==> src/verilog/dsos_pkg.sv <==
// Purpose: Shared constants for the drive status output selector.
// Assumes: Frequencies in 0.1 Hz units, currents in percent of rated.
// Notes: Register offsets are byte addresses on a 32-bit Wishbone bus.
package dsos_pkg;
    // Register byte offsets
    localparam logic [4:0] DSOS_OFS_SELECT = 5'h00;
    localparam logic [4:0] DSOS_OFS_MASK = 5'h04;
    localparam logic [4:0] DSOS_OFS_LEVEL = 5'h08;
    localparam logic [4:0] DSOS_OFS_BAND = 5'h0C;
    localparam logic [4:0] DSOS_OFS_MAXF = 5'h10;
    localparam logic [4:0] DSOS_OFS_THERM = 5'h14;
    localparam logic [4:0] DSOS_OFS_STATUS = 5'h18;
    // Field positions
    localparam int DSOS_SEL_OC_LSB = 0;
    localparam int DSOS_SEL_RLY_LSB = 8;
    localparam int DSOS_TH_EN_BIT = 0;
    localparam int DSOS_TH_COOL_BIT = 1;
    localparam int DSOS_TH_ONE_LSB = 8;
    localparam int DSOS_TH_CONT_LSB = 16;
    localparam int DSOS_ST_OC_BIT = 0;
    localparam int DSOS_ST_RLY_BIT = 1;
    localparam int DSOS_ST_HYST_BIT = 2;
    localparam int DSOS_ST_TRIP_BIT = 8;
    localparam int DSOS_ST_REJ_BIT = 9;
    localparam int DSOS_ST_HEAT_LSB = 16;
    // Reset values
    localparam logic [4:0] DSOS_RST_OC_SEL = 5'h0C;
    localparam logic [4:0] DSOS_RST_RLY_SEL = 5'h11;
    localparam logic [2:0] DSOS_RST_MASK = 3'h2;
    localparam logic [15:0] DSOS_RST_LEVEL = 16'h012C;
    localparam logic [15:0] DSOS_RST_BAND = 16'h0064;
    localparam logic [15:0] DSOS_RST_MAXF = 16'h0FA0;
    localparam logic [7:0] DSOS_RST_ONE_MIN = 8'h96;
    localparam logic [7:0] DSOS_RST_CONT = 8'h64;
    // Limits
    localparam logic [15:0] DSOS_FREQ_LIMIT = 16'h0FA0;
    localparam logic [4:0] DSOS_CODE_MAX = 5'h11;
    localparam logic [7:0] DSOS_TH_MIN = 8'h32;
    localparam logic [7:0] DSOS_TH_MAX = 8'h96;
    localparam logic [15:0] DSOS_LOW_SPEED = 16'h00C8;
    // Selection codes
    localparam logic [4:0] DSOS_CODE_FAULT = 5'h11;
    // Thermal timing
    localparam int DSOS_CLK_NS = 10;
    localparam int DSOS_TICK_NS = 10000000;
    localparam int DSOS_TICK_CYCLES = DSOS_TICK_NS / DSOS_CLK_NS;
    localparam int DSOS_MINUTE_MS = 60000;
    localparam int DSOS_TICKS_PER_MIN = DSOS_MINUTE_MS / (DSOS_TICK_NS / 1000000);
endpackage

==> src/verilog/dsos_top.sv <==
// Purpose: Selects drive conditions for the open-collector and relay outputs.
// Assumes: All status inputs synchronous to clk_i; Wishbone classic slave.
// Notes: Also holds the inverse-time motor thermal model.
//
// Contract
// - Each output picks one condition by code
// - Code 0: command near output frequency
// - Band 0..400 Hz, default 10, max-limited
// - Code 1: command equals level and code 0
// - Level 0..400 Hz, default 30, max-limited
// - Code 2: running frequency within level window
// - Code 3: level reached with decel hysteresis
// - Code 4: inverse of code 3
// - Codes 5-7 route overload and stall flags
// - Code 8: overvoltage trip
// - Code 9: undervoltage trip
// - Code 10: heatsink overheat
// - Code 11: frequency command lost
// - Code 12: running and producing voltage
// - Code 13 stopped, code 14 steady speed
// - Code 15 speed search, 16 awaiting run
// - Code 17 follows the fault mask
// - Mask 2: any trip except undervoltage
// - Enabled thermal model trips on overload
// - One-minute level 50..150, default 150
// - Continuous level default 100, not above
// - Cooling type 0 shaft fan, 1 separate
//
// Chosen here: the register addresses and the Wishbone slave port.
`timescale 1ns/1ns
module dsos_top
    import dsos_pkg::*;
#(
    parameter int TICK_CYCLES = DSOS_TICK_CYCLES,
    parameter int FREQ_W = 16
) (
    input wire logic clk_i,
    input wire logic rst_i,
    input wire logic cyc_i,
    input wire logic stb_i,
    input wire logic we_i,
    input wire logic [4:0] adr_i,
    input wire logic [3:0] sel_i,
    input wire logic [31:0] dat_i,
    output logic [31:0] dat_o,
    output logic ack_o,
    input wire logic [FREQ_W-1:0] cmd_freq_i,
    input wire logic [FREQ_W-1:0] run_freq_i,
    input wire logic motor_overload_warning_i,
    input wire logic drive_overload_flag_i,
    input wire logic stall_active_i,
    input wire logic overvoltage_trip_i,
    input wire logic undervoltage_trip_i,
    input wire logic heatsink_overtemp_flag_i,
    input wire logic command_loss_i,
    input wire logic run_command_i,
    input wire logic output_voltage_i,
    input wire logic stopped_i,
    input wire logic steady_speed_i,
    input wire logic speed_search_i,
    input wire logic wait_run_i,
    input wire logic other_trip_i,
    input wire logic restart_attempt_i,
    input wire logic [7:0] motor_current_i,
    output logic open_collector_output_o,
    output logic relay_contact_output_o,
    output logic thermal_trip_o
);
    localparam int HEAT_W = 24;

    logic [4:0] transistor_output_select_r;
    logic [4:0] relay_output_select_r;
    logic [2:0] fault_output_mask_r;
    logic [FREQ_W-1:0] detect_level_r;
    logic [FREQ_W-1:0] detect_band_r;
    logic [FREQ_W-1:0] max_frequency_limit_r;
    logic thermal_protect_enable_r;
    logic motor_cooling_type_r;
    logic [7:0] thermal_one_minute_level_r;
    logic [7:0] thermal_continuous_level_r;
    logic reject_r;
    logic level_hysteresis_r;
    logic thermal_trip_r;
    logic [HEAT_W-1:0] heat_r;
    logic [31:0] tick_cnt_r;
    logic wr_stb;
    logic [31:0] wr_word;
    logic [31:0] rd_word;
    logic [31:0] cur_word;
    logic [17:0] cond;
    logic speed_reached_flag;
    logic level_reached_flag;
    logic level_window_flag;
    logic level_hysteresis_inverted_flag;
    logic fault_out;
    logic [FREQ_W-1:0] half_band;
    logic [FREQ_W:0] hyst_low;
    logic sel_ok;
    logic mask_ok;
    logic freq_ok;
    logic maxf_ok;
    logic therm_ok;
    logic wr_ok;
    logic [7:0] cont_eff;
    logic [HEAT_W-1:0] heat_limit;
    logic [HEAT_W-1:0] excess;
    logic [HEAT_W:0] heat_sum;
    logic tick;

    function automatic logic [31:0] merge(input logic [31:0] old_v, input logic [31:0] new_v,
                                          input logic [3:0] lanes);
        logic [31:0] r;
        r = old_v;
        for (int i = 0; i < 4; i++) begin
            if (lanes[i]) begin
                r[i*8 +: 8] = new_v[i*8 +: 8];
            end
        end
        return r;
    endfunction

    function automatic logic [FREQ_W-1:0] abs_diff(input logic [FREQ_W-1:0] a,
                                                   input logic [FREQ_W-1:0] b);
        return (a >= b) ? (a - b) : (b - a);
    endfunction

    // Frequency setting is legal up to 400 Hz and the configured maximum
    function automatic logic freq_valid(input logic [FREQ_W-1:0] f,
                                        input logic [FREQ_W-1:0] fmax);
        return (f <= FREQ_W'(DSOS_FREQ_LIMIT)) && (f <= fmax);
    endfunction

    function automatic logic pick(input logic [17:0] c, input logic [4:0] code);
        return (code <= DSOS_CODE_MAX) ? c[code] : 1'b0;
    endfunction

    // Shared window test for codes 0 and 2
    function automatic logic near(input logic [FREQ_W-1:0] a, input logic [FREQ_W-1:0] b,
                                  input logic [FREQ_W-1:0] half);
        return abs_diff(a, b) <= half;
    endfunction

    // Write-one-to-clear decode of the status word
    function automatic logic w1c(input logic hit, input logic [4:0] a, input logic [31:0] w,
                                 input int pos);
        return hit && (a == DSOS_OFS_STATUS) && w[pos];
    endfunction

    // Bus decode
    assign wr_stb = cyc_i && stb_i && we_i && ack_o;
    always_comb begin
        unique case (adr_i)
            DSOS_OFS_SELECT: begin
                cur_word = '0;
                cur_word[DSOS_SEL_OC_LSB +: 5] = transistor_output_select_r;
                cur_word[DSOS_SEL_RLY_LSB +: 5] = relay_output_select_r;
            end
            DSOS_OFS_MASK: cur_word = {29'h0, fault_output_mask_r};
            DSOS_OFS_LEVEL: cur_word = 32'(detect_level_r);
            DSOS_OFS_BAND: cur_word = 32'(detect_band_r);
            DSOS_OFS_MAXF: cur_word = 32'(max_frequency_limit_r);
            DSOS_OFS_THERM: begin
                cur_word = '0;
                cur_word[DSOS_TH_EN_BIT] = thermal_protect_enable_r;
                cur_word[DSOS_TH_COOL_BIT] = motor_cooling_type_r;
                cur_word[DSOS_TH_ONE_LSB +: 8] = thermal_one_minute_level_r;
                cur_word[DSOS_TH_CONT_LSB +: 8] = thermal_continuous_level_r;
            end
            DSOS_OFS_STATUS: begin
                cur_word = '0;
                cur_word[DSOS_ST_OC_BIT] = open_collector_output_o;
                cur_word[DSOS_ST_RLY_BIT] = relay_contact_output_o;
                cur_word[DSOS_ST_HYST_BIT] = level_hysteresis_r;
                cur_word[DSOS_ST_TRIP_BIT] = thermal_trip_r;
                cur_word[DSOS_ST_REJ_BIT] = reject_r;
                cur_word[DSOS_ST_HEAT_LSB +: 16] = heat_r[HEAT_W-1 -: 16];
            end
            default: cur_word = '0;
        endcase
    end
    assign rd_word = cur_word;
    assign wr_word = merge(cur_word, dat_i, sel_i);

    // Write checks; a failing write leaves the register untouched
    assign sel_ok = (wr_word[DSOS_SEL_OC_LSB +: 8] <= 8'(DSOS_CODE_MAX))
        && (wr_word[DSOS_SEL_RLY_LSB +: 8] <= 8'(DSOS_CODE_MAX));
    assign mask_ok = (wr_word[31:3] == '0);
    assign freq_ok = (wr_word[31:FREQ_W] == '0)
        && freq_valid(wr_word[FREQ_W-1:0], max_frequency_limit_r);
    assign maxf_ok = (wr_word[31:FREQ_W] == '0)
        && (wr_word[FREQ_W-1:0] <= FREQ_W'(DSOS_FREQ_LIMIT));
    assign therm_ok = (wr_word[DSOS_TH_ONE_LSB +: 8] >= DSOS_TH_MIN)
        && (wr_word[DSOS_TH_ONE_LSB +: 8] <= DSOS_TH_MAX)
        && (wr_word[DSOS_TH_CONT_LSB +: 8] >= DSOS_TH_MIN)
        && (wr_word[DSOS_TH_CONT_LSB +: 8] <= wr_word[DSOS_TH_ONE_LSB +: 8]);
    always_comb begin
        unique case (adr_i)
            DSOS_OFS_SELECT: wr_ok = sel_ok;
            DSOS_OFS_MASK: wr_ok = mask_ok;
            DSOS_OFS_LEVEL: wr_ok = freq_ok;
            DSOS_OFS_BAND: wr_ok = freq_ok;
            DSOS_OFS_MAXF: wr_ok = maxf_ok;
            DSOS_OFS_THERM: wr_ok = therm_ok;
            default: wr_ok = 1'b1;
        endcase
    end

    // One wait state; ack drops the cycle after it is given
    always_ff @(posedge clk_i) begin
        if (rst_i) begin
            ack_o <= 1'b0;
        end else begin
            ack_o <= cyc_i && stb_i && !ack_o;
        end
    end

    // Read data only in the ack cycle, so an idle bus reads as zero
    always_ff @(posedge clk_i) begin
        if (rst_i) begin
            dat_o <= '0;
        end else begin
            dat_o <= (cyc_i && stb_i && !ack_o && !we_i) ? rd_word : '0;
        end
    end

    always_ff @(posedge clk_i) begin
        if (rst_i) begin
            transistor_output_select_r <= DSOS_RST_OC_SEL;
            relay_output_select_r <= DSOS_RST_RLY_SEL;
            fault_output_mask_r <= DSOS_RST_MASK;
            detect_level_r <= FREQ_W'(DSOS_RST_LEVEL);
            detect_band_r <= FREQ_W'(DSOS_RST_BAND);
            max_frequency_limit_r <= FREQ_W'(DSOS_RST_MAXF);
            thermal_protect_enable_r <= 1'b0;
            motor_cooling_type_r <= 1'b0;
            thermal_one_minute_level_r <= DSOS_RST_ONE_MIN;
            thermal_continuous_level_r <= DSOS_RST_CONT;
        end else if (wr_stb && wr_ok) begin
            unique case (adr_i)
                DSOS_OFS_SELECT: begin
                    transistor_output_select_r <= wr_word[DSOS_SEL_OC_LSB +: 5];
                    relay_output_select_r <= wr_word[DSOS_SEL_RLY_LSB +: 5];
                end
                DSOS_OFS_MASK: fault_output_mask_r <= wr_word[2:0];
                DSOS_OFS_LEVEL: detect_level_r <= wr_word[FREQ_W-1:0];
                DSOS_OFS_BAND: detect_band_r <= wr_word[FREQ_W-1:0];
                DSOS_OFS_MAXF: max_frequency_limit_r <= wr_word[FREQ_W-1:0];
                DSOS_OFS_THERM: begin
                    thermal_protect_enable_r <= wr_word[DSOS_TH_EN_BIT];
                    motor_cooling_type_r <= wr_word[DSOS_TH_COOL_BIT];
                    thermal_one_minute_level_r <= wr_word[DSOS_TH_ONE_LSB +: 8];
                    thermal_continuous_level_r <= wr_word[DSOS_TH_CONT_LSB +: 8];
                end
                default: ;
            endcase
        end
    end

    // Sticky refusal flag, write one to clear; a new refusal wins
    always_ff @(posedge clk_i) begin
        if (rst_i) begin
            reject_r <= 1'b0;
        end else if (wr_stb && !wr_ok) begin
            reject_r <= 1'b1;
        end else if (w1c(wr_stb, adr_i, wr_word, DSOS_ST_REJ_BIT)) begin
            reject_r <= 1'b0;
        end
    end

    // Frequency detectors
    assign half_band = detect_band_r >> 1;
    assign speed_reached_flag = near(cmd_freq_i, run_freq_i, half_band);
    assign level_reached_flag = (cmd_freq_i == detect_level_r) && speed_reached_flag;
    assign level_window_flag = near(detect_level_r, run_freq_i, half_band);
    assign hyst_low = {1'b0, detect_level_r} - {1'b0, half_band};

    // Set at level, held while above level minus half band
    always_ff @(posedge clk_i) begin
        if (rst_i) begin
            level_hysteresis_r <= 1'b0;
        end else if (run_freq_i >= detect_level_r) begin
            level_hysteresis_r <= 1'b1;
        // Half band (band >> 1) above the level leaves no lower threshold, so it holds
        end else if (!hyst_low[FREQ_W] && {1'b0, run_freq_i} <= hyst_low) begin
            level_hysteresis_r <= 1'b0;
        end
    end
    assign level_hysteresis_inverted_flag = !level_hysteresis_r;

    // Thermal trip counts as a trip other than undervoltage
    assign fault_out = (fault_output_mask_r[0] && undervoltage_trip_i)
        || (fault_output_mask_r[1] && (other_trip_i || overvoltage_trip_i
            || heatsink_overtemp_flag_i || thermal_trip_r))
        || (fault_output_mask_r[2] && restart_attempt_i);

    always_comb begin
        cond[0] = speed_reached_flag;
        cond[1] = level_reached_flag;
        cond[2] = level_window_flag;
        cond[3] = level_hysteresis_r;
        cond[4] = level_hysteresis_inverted_flag;
        cond[5] = motor_overload_warning_i;
        cond[6] = drive_overload_flag_i;
        cond[7] = stall_active_i;
        cond[8] = overvoltage_trip_i;
        cond[9] = undervoltage_trip_i;
        cond[10] = heatsink_overtemp_flag_i;
        cond[11] = command_loss_i;
        cond[12] = run_command_i && output_voltage_i;
        cond[13] = stopped_i;
        cond[14] = steady_speed_i;
        cond[15] = speed_search_i;
        cond[16] = wait_run_i;
        cond[17] = fault_out;
    end

    always_ff @(posedge clk_i) begin
        if (rst_i) begin
            open_collector_output_o <= 1'b0;
            relay_contact_output_o <= 1'b0;
        end else begin
            open_collector_output_o <= pick(cond, transistor_output_select_r);
            relay_contact_output_o <= pick(cond, relay_output_select_r);
        end
    end

    // Thermal tick prescaler
    assign tick = (tick_cnt_r == 32'(TICK_CYCLES - 1));
    always_ff @(posedge clk_i) begin
        if (rst_i || tick) begin
            tick_cnt_r <= '0;
        end else begin
            tick_cnt_r <= tick_cnt_r + 32'h1;
        end
    end

    // Shaft fan cools less at low speed, so derate the continuous level
    assign cont_eff = (!motor_cooling_type_r && run_freq_i < FREQ_W'(DSOS_LOW_SPEED))
        ? (thermal_continuous_level_r - (thermal_continuous_level_r >> 2))
        : thermal_continuous_level_r;
    // Heat grows with excess current; one-minute level trips after one minute
    assign heat_limit = HEAT_W'((thermal_one_minute_level_r - cont_eff) * DSOS_TICKS_PER_MIN);
    assign excess = (motor_current_i > cont_eff) ? HEAT_W'(motor_current_i - cont_eff) : '0;
    assign heat_sum = {1'b0, heat_r} + {1'b0, excess};

    always_ff @(posedge clk_i) begin
        if (rst_i || !thermal_protect_enable_r) begin
            heat_r <= '0;
        end else if (tick) begin
            if (excess != '0) begin
                // Saturate rather than wrap back to cool during a long overload
                heat_r <= heat_sum[HEAT_W] ? '1 : heat_sum[HEAT_W-1:0];
            end else if (heat_r != '0) begin
                heat_r <= heat_r - HEAT_W'(1);
            end
        end
    end

    // Trip is sticky until cleared; a fresh overload wins over the clear
    always_ff @(posedge clk_i) begin
        if (rst_i) begin
            thermal_trip_r <= 1'b0;
        end else if (thermal_protect_enable_r && heat_r >= heat_limit && heat_r != '0) begin
            thermal_trip_r <= 1'b1;
        end else if (w1c(wr_stb, adr_i, wr_word, DSOS_ST_TRIP_BIT)) begin
            thermal_trip_r <= 1'b0;
        end
    end

    always_ff @(posedge clk_i) begin
        if (rst_i) begin
            thermal_trip_o <= 1'b0;
        end else begin
            thermal_trip_o <= thermal_trip_r;
        end
    end
endmodule

==> config.mk <==
export PLATFORM = sky130hd
export DESIGN_NAME = dsos_top
export DESIGN_NICKNAME = d
export VERILOG_FILES = /design/src/verilog/dsos_pkg.sv /design/src/verilog/dsos_top.sv
export SDC_FILE = /design/constraint.sdc
export NUM_CORES = 1
export LEC_CHECK = 0
export BUFFER_PORTS_ARGS = -buffer_cell sky130_fd_sc_hd__buf_2
export CAP_MARGIN = 5
export CELL_PAD_IN_SITES_DETAIL_PLACEMENT = 1
export CELL_PAD_IN_SITES_GLOBAL_PLACEMENT = 1
export CORE_UTILIZATION = 47
export CTS_CLUSTER_DIAMETER = 60
export DETAILED_ROUTE_END_ITERATION = 10
export PLACE_DENSITY_LB_ADDON = 0.2
export SYNTH_ARGS = -nofsm -noshare
export SYNTH_HDL_FRONTEND = slang
export SYNTH_SLANG_ARGS = --single-unit
==> constraint.sdc <==
create_clock -name clk_i -period 12.51 [get_ports clk_i]
set_clock_uncertainty 0.1 [all_clocks]
set_input_delay 0.6255 -clock clk_i [delete_from_list [all_inputs] [get_ports clk_i]]
set_output_delay 0.6255 -clock clk_i [all_outputs]
set_load 0.1 [all_outputs]
==> results.json <==
{
  "outcome": "completed",
  "htree_levels": 4,
  "synth_area_sq_mm": 0.0187,
  "synthFlopType": "dfxtp_1",
  "p_clk_share_pct": 38.4,
  "synth_top_family_by_area": "adder cells",
  "clk_pin_slew_ns": 0.09,
  "synth_fa_ha_area_share_pct": 21.5,
  "hold_viol": 0,
  "power_frac_seq_pct": 36.7,
  "die_h_um": 202,
  "drc": 0,
  "power.leakage_nw": 9.88,
  "overflow": 0,
  "die_area_sq_mm": 0.0406,
  "synth_most_common_cell": "ha_1",
  "r2r-start": "motor_cooling_type_r$_SDFFE_PP0P_",
  "grt_max_degree": 57,
  "cts_made_buffers": 17,
  "place.gp.congestion": 0.938,
  "die_w_um": 202,
  "worst_ir_drop_vdd_mv": 0.0924,
  "path_class": "register to register",
  "antenna_left": 0,
  "synthMuxAreaShare_pct": 5.86,
  "setup_violations": 0,
  "syn_nets": 2756,
  "switchingPower_uw": 532,
  "critPathCapture": "thermal_trip_r$_SDFFE_PP0P_",
  "grt_pass1_wl_um": 103000,
  "crit_cells": 42,
  "fillCellCount": 4791,
  "utilization_pct": 52.6,
  "swShare_pct": 35.0,
  "cts_tree": "yes",
  "syn_avg_cell_area_sq_um": 7.92,
  "cp.required_ns": 12.78,
  "crit_buf_inv": 6,
  "floorplan.rows": 72,
  "routed_via_density": 6.16,
  "synth_top_area_share_pct": 18.6,
  "finalWorstPathRequiredPeriod_ns": 10.13,
  "netlist_instances": 2361,
  "cp_max_fo": 13,
  "critPathLaunch": "motor_cooling_type_r$_SDFFE_PP0P_",
  "rr_worst_depth": 42,
  "start_kind": "register",
  "ys_seq_area_share_pct": 18.6,
  "max_stage_delay_ns": 0.58,
  "worstPathArrival_ns": 10.40,
  "cts_hold_buf": 0,
  "io_pins": 137,
  "clk_latency_ns": 0.50,
  "dr.pass1.iters": 5,
  "worst_pin_slew_ns": 1.09,
  "cts_buffer_depth": 2,
  "yosysTopAreaCell": "dfxtp_1",
  "routed_wire_length_per_instance_um": 22.0,
  "crit_family": "compound AO/OA/AOI/OAI gates",
  "ys_top_cells_by_area": "dfxtp_1 (19%), ha_1 (17%), inv_1 (4.9%), a21oi_1 (4.3%), fa_1 (4.2%)",
  "syn_to_final_growth_pct": 9.42,
  "max-cap-violations": 0,
  "layout.nets": 2840,
  "p_int_uw": 989,
  "hold_class": "input port to register",
  "cts_sinks": 174,
  "r2r-end": "thermal_trip_r$_SDFFE_PP0P_",
  "synth_edf_count": 0,
  "rsz0062_at_grt": "false",
  "vias": 18300,
  "yosys.area_share.xor_xnor_pct": 7.02,
  "drt_iter0_drc": 1258,
  "period_share_pct": 81.0,
  "synth_cell_types": 88,
  "yosys.area_share.simple_pct": 19.1,
  "r2r_setup_slack_ns": 2.38,
  "fin_cells": 2977,
  "grt_pass1_vias": 18900,
  "slowest_stage": "or4_4",
  "yosys_warnings": 0,
  "antenna_found_initial": 1,
  "core-area_sq_mm": 0.0389,
  "dp_cells": 2944,
  "critPathCaptureType": "register",
  "synth_compound_area_share_pct": 21.0,
  "hpwl_um": 52400,
  "postCtsSetupRepairBufs": 0,
  "async_flop_share_pct": 0,
  "port_buffers": 136,
  "ys_top_cells_by_count": "ha_1 (255), inv_1 (246), dfxtp_1 (174)",
  "slew_viol_final": 0,
  "slew-limit-headroom_pct": 27.0,
  "powerDensity_mw_per_mm2": 74.3,
  "fmax_mhz": 98.7,
  "cts_resized": 0,
  "finalSetupTns_ns": 0,
  "clockRootBuffer": "clkbuf_16",
  "yosys_register_bits": 174,
  "drive_gt1_share_pct": 9.80,
  "power_frac_comb_pct": 24.9,
  "start_util_pct": 48.1,
  "finalWirelength_um": 65500,
  "track_usage_pct": 32.2
}
[cell usage in the layout, fill, tap and decap left out, drive strengths merged, types with 27 or more instances in the layout]
| cell | instances |
|---|---|
| nand2b | 27 |
| buf | 155 |
| o21a | 33 |
| nand4 | 42 |
| inv | 253 |
| ha | 255 |
| nor2 | 166 |
| nand2 | 156 |
| o21ai | 98 |
| and3 | 46 |
| nor2b | 28 |
| xor2 | 71 |
| nor4 | 32 |
| nor3 | 42 |
| nand3 | 65 |
| mux2i | 78 |
| xnor2 | 79 |
| fa | 39 |
| a21oi | 163 |
| dfxtp | 174 |
| a21o | 92 |
[worst min path at each step]
stage,startpoint,end,cells after the start,slack (ns)
floorplan,tick_cnt_r[0]$_SDFF_PP0_,tick_cnt_r[0]$_SDFF_PP0_,1,0.33
CTS,stb_i,ack_o$_SDFF_PP0_,3,0.31
finish,stb_i,ack_o$_SDFF_PP0_,3,0.33
detailed placement,tick_cnt_r[0]$_SDFF_PP0_,tick_cnt_r[0]$_SDFF_PP0_,1,0.36
global route,stb_i,ack_o$_SDFF_PP0_,3,0.35
global placement,tick_cnt_r[0]$_SDFF_PP0_,tick_cnt_r[0]$_SDFF_PP0_,1,0.34
[kinds of logic after synthesis]
logic type / Yosys count
compound gates: 599
xor+xnor: 150
fa+ha+maj: 299
buf+inv: 337
flops: 174
mux: 102
simple gates: 700
[routing by layer]
| metal | vias to the layer above | global-route usage (%) | routed length (um) |
|---|---|---|---|
| li1 | 8586 | - | - |
| met1 | 9109 | 43.9 | 30700 |
| met2 | 557 | 51.9 | 29800 |
| met3 | 97 | 4.94 | 3490 |
| met4 | 0 | 10.3 | 1540 |
| met5 | - | 0 | 0 |
[tightest hold or removal path, stage by stage]
cell and delay [ns]:
buf_2 0.11, nand2_1 0.08, nor3_1 0.06
[registers in the layout, indices dropped and copies added (netlist names)]
register and count:
relay_contact_output_o 1, detect_level_r 16, transistor_output_select_r 5, thermal_protect_enable_r 1
motor_cooling_type_r 1, detect_band_r 16, tick_cnt_r 32, reject_r 1
relay_output_select_r 5, fault_output_mask_r 3, thermal_one_minute_level_r 8, thermal_continuous_level_r 8
ack_o 1, thermal_trip_o 1, heat_r 24, max_frequency_limit_r 16
thermal_trip_r 1, open_collector_output_o 1, dat_o 32, level_hysteresis_r 1
[power by group through the flow]
| stage | Combinational (mW) | Sequential (mW) | Clock [mW] |
|---|---|---|---|
| after CTS | 0.374 | 0.558 | 0.593 |
| after global routing | 0.414 | 0.558 | 0.613 |
| after detailed placement | 0.370 | 0.571 | 0 |
| after floorplan | 0.245 | 0.575 | 0 |
| after global placement | 0.355 | 0.571 | 0 |
| final | 0.379 | 0.558 | 0.583 |
[cell type report]
class | instances | area (sq um) | share of cell area, %
timing repair buffer | 155 | 823 | 4.02
sequential | 174 | 3480 | 17.0
clock inverter | 15 | 196 | 0.959
antenna | 1 | 2.50 | 0.0122
clock buffer | 17 | 425 | 2.08
inverter | 247 | 927 | 4.53
tap | 518 | 648 | 3.17
multi-input combinational | 1850 | 14000 | 68.2
[stage by stage]
stage	total power [mW]	setup slack [ns]	cell area, sq um	hold slack [ns]
2_1_floorplan	0.820	3.21	18700	0.330
3_3_place_gp	0.926	2.53	19800	0.342
3_5_place_dp	0.941	2.04	19800	0.355
4_1_cts	1.52	2.42	20500	0.306
5_1_grt	1.58	1.60	20500	0.349
6_report	1.52	2.38	20500	0.331
Power figures use the tool's default switching activity.
